[src/logic/mds_pkg.sv]
// Package with register map, field layout and types of the motor driver status block.
package mds_pkg;
  localparam int          ADDR_W        = 9;
  localparam logic [7:0]  STATUS_IDX    = 8'h6F;
  localparam logic [8:0]  STATUS_ADDR   = {STATUS_IDX, 1'b0} << 1;
  localparam logic [8:0]  CTRL_ADDR     = 9'h000;
  localparam logic [8:0]  IRQ_STS_ADDR  = 9'h004;
  localparam logic [8:0]  IRQ_MSK_ADDR  = 9'h008;
  localparam int          STST_BIT      = 31;
  localparam int          CHOP_BIT      = 30;
  localparam int          CS_LSB        = 16;
  localparam int          CS_MSB        = 20;
  localparam int          TEMP_LSB      = 8;
  localparam int          OPEN_LSB      = 6;
  localparam int          SHORT_LSB     = 2;
  localparam int          OT_BIT        = 1;
  localparam int          PREWARN_BIT   = 0;
  localparam int          STST_CYCLES   = 1048576;
  localparam int          IDLE_W        = 21;
  localparam logic [7:0]  CTRL_RESET    = 8'h03;
  localparam logic [2:0]  IRQ_MSK_RESET = 3'h0;
  localparam int          EVT_SHORT     = 0;
  localparam int          EVT_OT        = 1;
  localparam int          EVT_STST      = 2;

  // Control word: off-time setting, chopper choice and overtemperature limit choice.
  typedef struct packed {
    logic [0:0] ot_sel_hi;
    logic [1:0] ot_sel;
    logic       quiet_chop;
    logic [3:0] offtime_setting;
  } mds_ctrl_t;

  // Analog front-end indications; shorts are in order b low-side, a low-side, b ground, a ground.
  typedef struct packed {
    logic [4:0] cs_actual;
    logic [3:0] temp_cmp;
    logic [1:0] open_load;
    logic [3:0] short_evt;
  } mds_sense_t;

  typedef struct packed {
    logic        read;
    logic        write;
    logic [8:0]  address;
    logic [31:0] writedata;
  } mds_avs_req_t;

  typedef struct packed {
    logic        ack;
    logic [31:0] rdata;
    logic [20:0] idle_cnt;
    logic        stst;
    logic [3:0]  short_quiet;
    logic [3:0]  short_cycle;
    logic        ot;
    mds_ctrl_t   ctrl;
    logic [2:0]  irq_sts;
    logic [2:0]  irq_msk;
    logic        irq;
    logic        bridge_en;
  } mds_state_t;
endpackage

[src/logic/mds_status.sv]
// Driver status word, short and overtemperature protection, and its register slave.
`timescale 1ns/1ps
`default_nettype none

// How it works
// [RULE1] Status word sits at index 0x6F and reads back flags and current level.
// [RULE2] Bit 31 sets once 2^20 clocks pass after the latest step pulse.
// [RULE3] Bit 30 is one for the quiet voltage chopper, zero for the cycle chopper.
// [RULE4] Bits 20 to 16 show the actual current scaling value.
// [RULE5] Bits 11 to 8 show the 157, 150, 143 and 120 degree comparators.
// [RULE6] Bits 7 and 6 show open load on B and A and cause no action.
// [RULE7] Software reads the open-load bits only during slow motion.
// [RULE8] A low-side short sets bit 5 or 4 and switches the bridges off.
// [RULE9] A short to ground sets bit 3 or 2 and switches the bridges off.
// [RULE10] Short bits hold until off-time zero or the enable pin disables the driver.
// [RULE11] Each chopper mode keeps its own set of short bits.
// [RULE12] Bit 1 sets at the chosen limit; bridges stay off until prewarning clears.
// [RULE13] One overtemperature bit covers both bridges.
// [RULE14] Bit 0 is the prewarning level, below the overtemperature limit.
module mds_status
  import mds_pkg::*;
#(
  parameter int STST_CNT = STST_CYCLES
) (
  input  wire logic         clk,
  input  wire logic         arst_n,
  input  wire mds_avs_req_t avs_req,
  output var  logic         avs_waitrequest,
  output var  logic [31:0]  avs_readdata,
  input  wire logic         step_pulse,
  input  wire logic         driver_enable_low,
  input  wire mds_sense_t   sense,
  output var  logic         bridge_enable,
  output var  logic         irq
);

  ////////////////////////////////////////////////////////////////////////////
  // Reset release and decode helpers.

  logic [1:0] rst_sync;
  wire        rst_n = rst_sync[1];

  always_ff @(posedge clk or negedge arst_n) begin
    if (!arst_n) begin
      rst_sync <= 2'b00;
    end else begin
      rst_sync <= {rst_sync[0], 1'b1};
    end
  end

  function automatic logic addr_hit(input logic [8:0] a, input logic [8:0] reg_addr);
    addr_hit = (a == reg_addr);
  endfunction

  // Selected overtemperature comparator: 0 picks 143, 1 picks 150, else 157.
  function automatic logic ot_limit(input logic [1:0] sel, input logic [3:0] cmp);
    case (sel)
      2'h0:    ot_limit = cmp[1];
      2'h1:    ot_limit = cmp[2];
      default: ot_limit = cmp[3];
    endcase
  endfunction

  ////////////////////////////////////////////////////////////////////////////
  // State update.

  mds_state_t st;
  mds_state_t next_st;
  logic [3:0] act_short;
  logic       drv_off;
  logic [2:0] evt;
  logic [31:0] status_word;

  always_comb begin
    act_short = st.ctrl.quiet_chop ? st.short_quiet : st.short_cycle; // [RULE11]
    drv_off   = (st.ctrl.offtime_setting == 4'h0) || driver_enable_low;

    status_word                               = 32'h0000_0000; // [RULE1]
    status_word[STST_BIT]                     = st.stst; // [RULE2]
    status_word[CHOP_BIT]                     = st.ctrl.quiet_chop; // [RULE3]
    status_word[CS_MSB:CS_LSB]                = sense.cs_actual; // [RULE4]
    status_word[TEMP_LSB+3:TEMP_LSB]          = sense.temp_cmp; // [RULE5]
    status_word[OPEN_LSB+1:OPEN_LSB]          = sense.open_load; // [RULE6]
    status_word[SHORT_LSB+3:SHORT_LSB]        = act_short; // [RULE8] [RULE9]
    status_word[OT_BIT]                       = st.ot; // [RULE13]
    status_word[PREWARN_BIT]                  = sense.temp_cmp[0]; // [RULE14]

    next_st = st;

    // The idle count saturates so a long pause cannot wrap and clear standstill.
    if (step_pulse) begin
      next_st.idle_cnt = '0; // [RULE2]
    end else if (st.idle_cnt != IDLE_W'(STST_CNT)) begin
      next_st.idle_cnt = st.idle_cnt + 21'h00_0001;
    end
    next_st.stst = (next_st.idle_cnt == IDLE_W'(STST_CNT)); // [RULE2]

    // A short reported in the same cycle as a disable still latches.
    if (drv_off) begin
      next_st.short_quiet = 4'h0; // [RULE10]
      next_st.short_cycle = 4'h0; // [RULE10]
    end
    if (st.ctrl.quiet_chop) begin
      next_st.short_quiet = next_st.short_quiet | sense.short_evt; // [RULE8] [RULE9] [RULE11]
    end else begin
      next_st.short_cycle = next_st.short_cycle | sense.short_evt; // [RULE8] [RULE9] [RULE11]
    end

    // Overheat holds until both the limit and the prewarning comparator drop.
    if (ot_limit(st.ctrl.ot_sel, sense.temp_cmp)) begin
      next_st.ot = 1'b1; // [RULE12] [RULE13]
    end else if (!sense.temp_cmp[0]) begin
      next_st.ot = 1'b0; // [RULE12]
    end

    // Open load is deliberately absent here: it is an indication only.
    next_st.bridge_en = !st.ot && (act_short == 4'h0) && !drv_off; // [RULE8] [RULE9] [RULE12]

    evt[EVT_SHORT] = |sense.short_evt;
    evt[EVT_OT]    = next_st.ot && !st.ot;
    evt[EVT_STST]  = next_st.stst && !st.stst;

    // Single wait state: the request is answered on the edge after it appears.
    next_st.ack = (avs_req.read || avs_req.write) && !st.ack;
    if (next_st.ack && avs_req.read) begin
      if (addr_hit(avs_req.address, STATUS_ADDR)) begin
        next_st.rdata = status_word; // [RULE1]
      end else if (addr_hit(avs_req.address, CTRL_ADDR)) begin
        next_st.rdata = {24'h00_0000, st.ctrl};
      end else if (addr_hit(avs_req.address, IRQ_STS_ADDR)) begin
        next_st.rdata = {29'h0, st.irq_sts};
      end else if (addr_hit(avs_req.address, IRQ_MSK_ADDR)) begin
        next_st.rdata = {29'h0, st.irq_msk};
      end else begin
        next_st.rdata = 32'h0000_0000;
      end
    end

    if (st.ack && avs_req.write) begin
      if (addr_hit(avs_req.address, CTRL_ADDR)) begin
        next_st.ctrl = mds_ctrl_t'(avs_req.writedata[7:0]);
      end
      if (addr_hit(avs_req.address, IRQ_MSK_ADDR)) begin
        next_st.irq_msk = avs_req.writedata[2:0];
      end
      if (addr_hit(avs_req.address, IRQ_STS_ADDR)) begin
        next_st.irq_sts = st.irq_sts & ~avs_req.writedata[2:0];
      end
    end
    next_st.irq_sts = next_st.irq_sts | evt;
    next_st.irq     = |(next_st.irq_sts & next_st.irq_msk);
  end

  always_ff @(posedge clk or negedge rst_n) begin
    if (!rst_n) begin
      st           <= '0;
      st.ctrl      <= mds_ctrl_t'(CTRL_RESET);
      st.irq_msk   <= IRQ_MSK_RESET;
    end else begin
      st <= next_st;
    end
  end

  assign avs_waitrequest = !st.ack;
  assign avs_readdata    = st.rdata;
  assign bridge_enable   = st.bridge_en;
  assign irq             = st.irq;

  // Both short sets hold bit by bit while the driver stays enabled.
  for (genvar i = 0; i < 4; i++) begin : g_short_quiet_chk

  end

  for (genvar i = 0; i < 4; i++) begin : g_short_cycle_chk

  end
endmodule

`default_nettype wire

[config.mk]
export PLATFORM = sky130hd
export DESIGN_NAME = mds_status
export DESIGN_NICKNAME = d
export VERILOG_FILES = /design/src/logic/mds_pkg.sv /design/src/logic/mds_status.sv
export SDC_FILE = /design/constraint.sdc
export NUM_CORES = 1
export LEC_CHECK = 0
export ABC_AREA = 1
export BUFFER_PORTS_ARGS = -buffer_cell sky130_fd_sc_hd__clkbuf_2
export CAP_MARGIN = 20
export CELL_PAD_IN_SITES_DETAIL_PLACEMENT = 1
export CELL_PAD_IN_SITES_GLOBAL_PLACEMENT = 2
export CORE_MARGIN = 2
export CORE_UTILIZATION = 30
export DETAILED_ROUTE_END_ITERATION = 12
export PLACE_DENSITY_LB_ADDON = 0.15
export SETUP_SLACK_MARGIN = 0.1
export SYNTH_ARGS = -nofsm -noshare
export SYNTH_HDL_FRONTEND = slang
export SYNTH_SLANG_ARGS = --single-unit
[constraint.sdc]
create_clock -name clk -period 2.4 [get_ports clk]
set_input_delay 0.24 -clock clk [delete_from_list [all_inputs] [get_ports clk]]
set_output_delay 0.24 -clock clk [all_outputs]
set_load 0.01 [all_outputs]
==> impl_metrics.prom <==
# TYPE chip_impl_metric gauge
chip_impl_metric{name="reg2regPathDepth",unit=""} 13
chip_impl_metric{name="die_y",unit="um"} 118.2
chip_impl_metric{name="drt-wirelength-per-cell",unit="um"} 14.38
chip_impl_metric{name="largest_net_degree_at_the_start_of_global_routing",unit=""} 68
chip_impl_info{name="holdPathEnd",value="st[8]"} 1
chip_impl_metric{name="dp_hpwl",unit="um"} 8217
chip_impl_metric{name="yosys_register_bits",unit=""} 69
chip_impl_info{name="classification_of_the_worst_slack_hold_path",value="in -> reg"} 1
chip_impl_metric{name="worstSkewPairLatency",unit="ns"} 0.34
chip_impl_metric{name="clock-sinks",unit=""} 69
chip_impl_metric{name="timing.reg2reg.setup_slack",unit="ns"} 0.37
chip_impl_metric{name="finalHoldWorstSlack",unit="ns"} 0.1352
chip_impl_info{name="cts_tree",value="yes"} 1
chip_impl_info{name="timing.critical_path.cells",value="ha_1 -> nand3_4 -> inv_2 -> nand2_2 -> nor2_4 -> nand3_1 -> nand3_1 -> nand2_1 -> nor3_2 -> nand3_1 -> nand2_1 -> nand2_1 -> nand2_1"} 1
chip_impl_metric{name="netlist-cell-type-count",unit=""} 37
chip_impl_metric{name="total_power",unit="mW"} 2.783
chip_impl_info{name="end_kind",value="register"} 1
chip_impl_metric{name="die-width",unit="um"} 118.2
chip_impl_info{name="crit-reg2reg-launch",value="st[27]"} 1
chip_impl_metric{name="power.ir.vdd_worst",unit="mV"} 0.3044
chip_impl_metric{name="numPortBuffers",unit=""} 59
chip_impl_metric{name="drv_slew",unit=""} 0
chip_impl_metric{name="achievable-frequency",unit="MHz"} 492.7
chip_impl_metric{name="worst_setup_hold_path_clk_slew",unit="ns"} 0.06
chip_impl_info{name="worstReg2RegEnd",value="irq"} 1
chip_impl_metric{name="report.final.hold_viol_count",unit=""} 0
chip_impl_info{name="worstSetupStartpointType",value="register"} 1
chip_impl_metric{name="netlist_instances",unit=""} 530
chip_impl_metric{name="drt_iter0_markers",unit=""} 130
chip_impl_metric{name="ys.warnings.count",unit=""} 0
chip_impl_metric{name="clock_path_buffers",unit=""} 2
chip_impl_metric{name="drc_errors",unit=""} 0
chip_impl_info{name="cts-root-buf",value="sky130_fd_sc_hd__clkbuf_16"} 1
chip_impl_metric{name="initial_antenna_violation_count",unit=""} 0
chip_impl_metric{name="synthesis.area",unit="um^2"} 3915
chip_impl_metric{name="worstMarginPinSlew",unit="ns"} 0.5591
chip_impl_metric{name="pwr_density_cell",unit="nW/um^2"} 604.0
chip_impl_metric{name="worst_ep_arrival_time",unit="ns"} 2.31
chip_impl_metric{name="critical_path.max_fanout",unit=""} 5
chip_impl_metric{name="fin_nets",unit=""} 644
chip_impl_metric{name="period_share",unit="%"} 84.57
chip_impl_metric{name="wire_length_reported_by_the_detailed_router",unit="um"} 10880
chip_impl_metric{name="timing.setup.tns",unit="ns"} 0
chip_impl_info{name="result_of_the_run",value="finished, final reports clean"} 1
chip_impl_metric{name="gr_ovfl_total",unit=""} 0
chip_impl_metric{name="die_area",unit="um^2"} 13980
chip_impl_metric{name="cap_viol_max_count",unit=""} 0
chip_impl_metric{name="grt_util_all_layers",unit="%"} 16.93
chip_impl_metric{name="post_drt_via_cell_ratio",unit=""} 4.563
chip_impl_metric{name="gp_congestion",unit=""} 0.8077
chip_impl_metric{name="cp.required",unit="ns"} 2.68
chip_impl_metric{name="postPlaceCellArea",unit="um^2"} 4269
chip_impl_metric{name="worstHoldPathCells",unit=""} 3
chip_impl_metric{name="finalClockSkew",unit="ns"} 0.006712
chip_impl_metric{name="via_count",unit=""} 3450
chip_impl_metric{name="first_global_vias",unit=""} 3632
chip_impl_metric{name="cts_setup_buffers",unit=""} 0
chip_impl_metric{name="std_cell_rows",unit=""} 41
chip_impl_metric{name="effective_utilization_at_floorplan",unit="%"} 30.90
chip_impl_metric{name="relSlewSlack",unit="%"} 62.50
chip_impl_metric{name="cellLeakagePower",unit="nW"} 2.496
chip_impl_metric{name="finish.instance_area",unit="um^2"} 4608
chip_impl_metric{name="drt_first_pass_iters",unit=""} 4
chip_impl_metric{name="slowest_stage_delay_cp",unit="ns"} 0.39
chip_impl_metric{name="antennaDiodeCount",unit=""} 0
chip_impl_metric{name="cts_inserted_buffers",unit=""} 9
chip_impl_info{name="worstSetupPathType",value="reg -> reg"} 1
chip_impl_metric{name="postRouteAntennaNets",unit=""} 0
chip_impl_info{name="timing.hold.worst.start",value="avs_req[0]"} 1
chip_impl_info{name="grt_setup_unrepaired",value="false"} 1
chip_impl_metric{name="postSynthAreaPerCell",unit="um^2"} 7.387
chip_impl_metric{name="wire_length_of_the_first_global_routing_pass",unit="um"} 18790
chip_impl_metric{name="final_period_minus_worst_setup_slack",unit="ns"} 2.030
chip_impl_info{name="critPathSlowestCell",value="sky130_fd_sc_hd__dfrtp_1"} 1
chip_impl_metric{name="h_tree_lvls",unit=""} 3
chip_impl_metric{name="layout-drive-gt1-share",unit="%"} 17.81
chip_impl_metric{name="placeableCoreArea",unit="um^2"} 12670
chip_impl_metric{name="finish_stage_setup_viols",unit=""} 0
chip_impl_metric{name="synthToLayoutAreaGrowth",unit="%"} 17.71
chip_impl_metric{name="ys_seq_area_share",unit="%"} 44.17
chip_impl_info{name="crit_top_cell",value="sky130_fd_sc_hd__nand2_1"} 1
chip_impl_metric{name="boundaryPins",unit=""} 97
synth_stat cells, drive strengths merged:
cell type  instances  share of area [%]
nand2            138                 13
inv               84                8.1
dfrtp             67                 43
nor2              62                6.8
nand3             42                5.6
buf               33                6.3
o21ai             31                4.0
nand4             19                3.0
clkbuf             8               0.77
nor3               8                1.2
a21oi              7               0.89
o21bai             3               0.58
o22ai              3               0.48
a22o               2               0.45
conb               2               0.19
dfstp              2                1.3
ha                 2               0.64
o2111ai            2               0.45
o211ai             2               0.38
o21a               2               0.38
o221ai             2               0.45
o31ai              2               0.38
a31oi              1               0.16
clkinv             1              0.096
mux2i              1               0.26
nor3b              1               0.19
nor4b              1               0.22
o311ai             1               0.22
xor2               1               0.22
cells in the final DEF (no fill, tap or decap), types with 3 or more instances in the layout:
| cell | Yosys | layout |
|---|---|---|
| sky130_fd_sc_hd__o21ai_0 | 28 | 28 |
| sky130_fd_sc_hd__conb_1 | 2 | 14 |
| sky130_fd_sc_hd__a21oi_1 | 7 | 7 |
| sky130_fd_sc_hd__nand2_1 | 134 | 134 |
| sky130_fd_sc_hd__nor2_2 | 2 | 3 |
| sky130_fd_sc_hd__o21ai_1 | 3 | 3 |
| sky130_fd_sc_hd__nand2_2 | 4 | 4 |
| sky130_fd_sc_hd__inv_1 | 83 | 83 |
| sky130_fd_sc_hd__o22ai_1 | 3 | 3 |
| sky130_fd_sc_hd__clkbuf_16 | 0 | 9 |
| sky130_fd_sc_hd__buf_4 | 32 | 7 |
| sky130_fd_sc_hd__o21bai_1 | 3 | 3 |
| sky130_fd_sc_hd__nor2_1 | 56 | 54 |
| sky130_fd_sc_hd__nand3_1 | 40 | 40 |
| sky130_fd_sc_hd__clkinvlp_4 | 0 | 3 |
| sky130_fd_sc_hd__clkbuf_2 | 0 | 59 |
| sky130_fd_sc_hd__nor3_1 | 7 | 5 |
| sky130_fd_sc_hd__nand4_1 | 19 | 19 |
| sky130_fd_sc_hd__nor3_2 | 1 | 3 |
| sky130_fd_sc_hd__nor2_4 | 4 | 5 |
| sky130_fd_sc_hd__dfrtp_1 | 67 | 65 |
worst max-delay path by stage:
stage / to / from / slack [ns] / depth (start not counted)
3_3_place_gp: irq / st[35] / 0.28 / 12
2_1_floorplan: avs_readdata[0] / rst_sync[1] / 0.34 / 0
3_5_place_dp: irq / st[30] / 0.28 / 12
6_report: irq / st[27] / 0.37 / 13
5_1_grt: irq / st[26] / 0.12 / 15
4_1_cts: irq / st[30] / 0.25 / 12
power breakdown:
group          leakage, nW  switching, mW  internal (mW)  total, mW
Clock                0.137          0.526          0.828       1.35
Combinational         1.47          0.145         0.0756      0.221
Sequential           0.888         0.0189           1.19       1.21
flip-flops by register name, indices dropped and copies added (netlist names):
signal,cells
st,46
avs_readdata,19
rst_sync,2
irq,1
bridge_enable,1
critical path, delay by kind of cell, from the launching register on:
kind / cells / cell delay [ns]
fa+ha+maj: 1 / 0.26
buf+inv: 1 / 0.11
simple gates: 11 / 1.22
flops: 1 / 0.39
layer usage:
| metal | vias up | routed length (um) | GRT usage [%] | part of all wire, % |
|---|---|---|---|---|
| li1 | 1742 | - | - | - |
| met1 | 1644 | 5547 | 24.09 | 51 |
| met4 | 0 | 164 | 6.551 | 1.5 |
| met2 | 53 | 4842 | 25.29 | 45 |
| met5 | - | 0 | 0 | 0 |
| met3 | 11 | 320 | 3.185 | 2.9 |
cell families after synthesis:
| kind of cell | count (synthesis) | synth area share, % |
|---|---|---|
| and+or+nand+nor | 271 | 30.55 |
| buffers and inverters | 126 | 15.18 |
| DFF | 69 | 44.17 |
| AOI/OAI and AO/OA | 58 | 8.788 |
| adders and majority gates | 2 | 0.6391 |
| other | 2 | 0.1918 |
| xor gates and xnor gates | 1 | 0.2238 |
| muxes | 1 | 0.2557 |
timing repair:
action	in CTS	in global routing
endpoints found under the hold margin	2	0
resized for setup	0	7
hold buffers	1	0
endpoints found under the setup margin	0	2
final cells by class:
cell class / count / area [um^2]
clock buffers: 10 / 239.0
repair buffers: 68 / 377.9
multi-input cells: 347 / 1664
flip-flops and latches: 69 / 1732
fillers: 1622 / 8063
clock inverters: 5 / 61.31
well taps: 172 / 215.2
inverters: 85 / 319.1
through the flow:
| step | util (%) | std cells | worst slack (ns) |
|---|---|---|---|
| after floorplan | - | 542 | 0.3398 |
| after global routing | 36.37 | 756 | 0.1153 |
| after global placement | 33.69 | 740 | 0.2791 |
| after CTS | 36.14 | 756 | 0.2533 |
| final | 36.37 | 756 | 0.3702 |
| after detailed placement | 33.69 | 740 | 0.2820 |
Note: power is estimated with default switching activity, not from simulation.
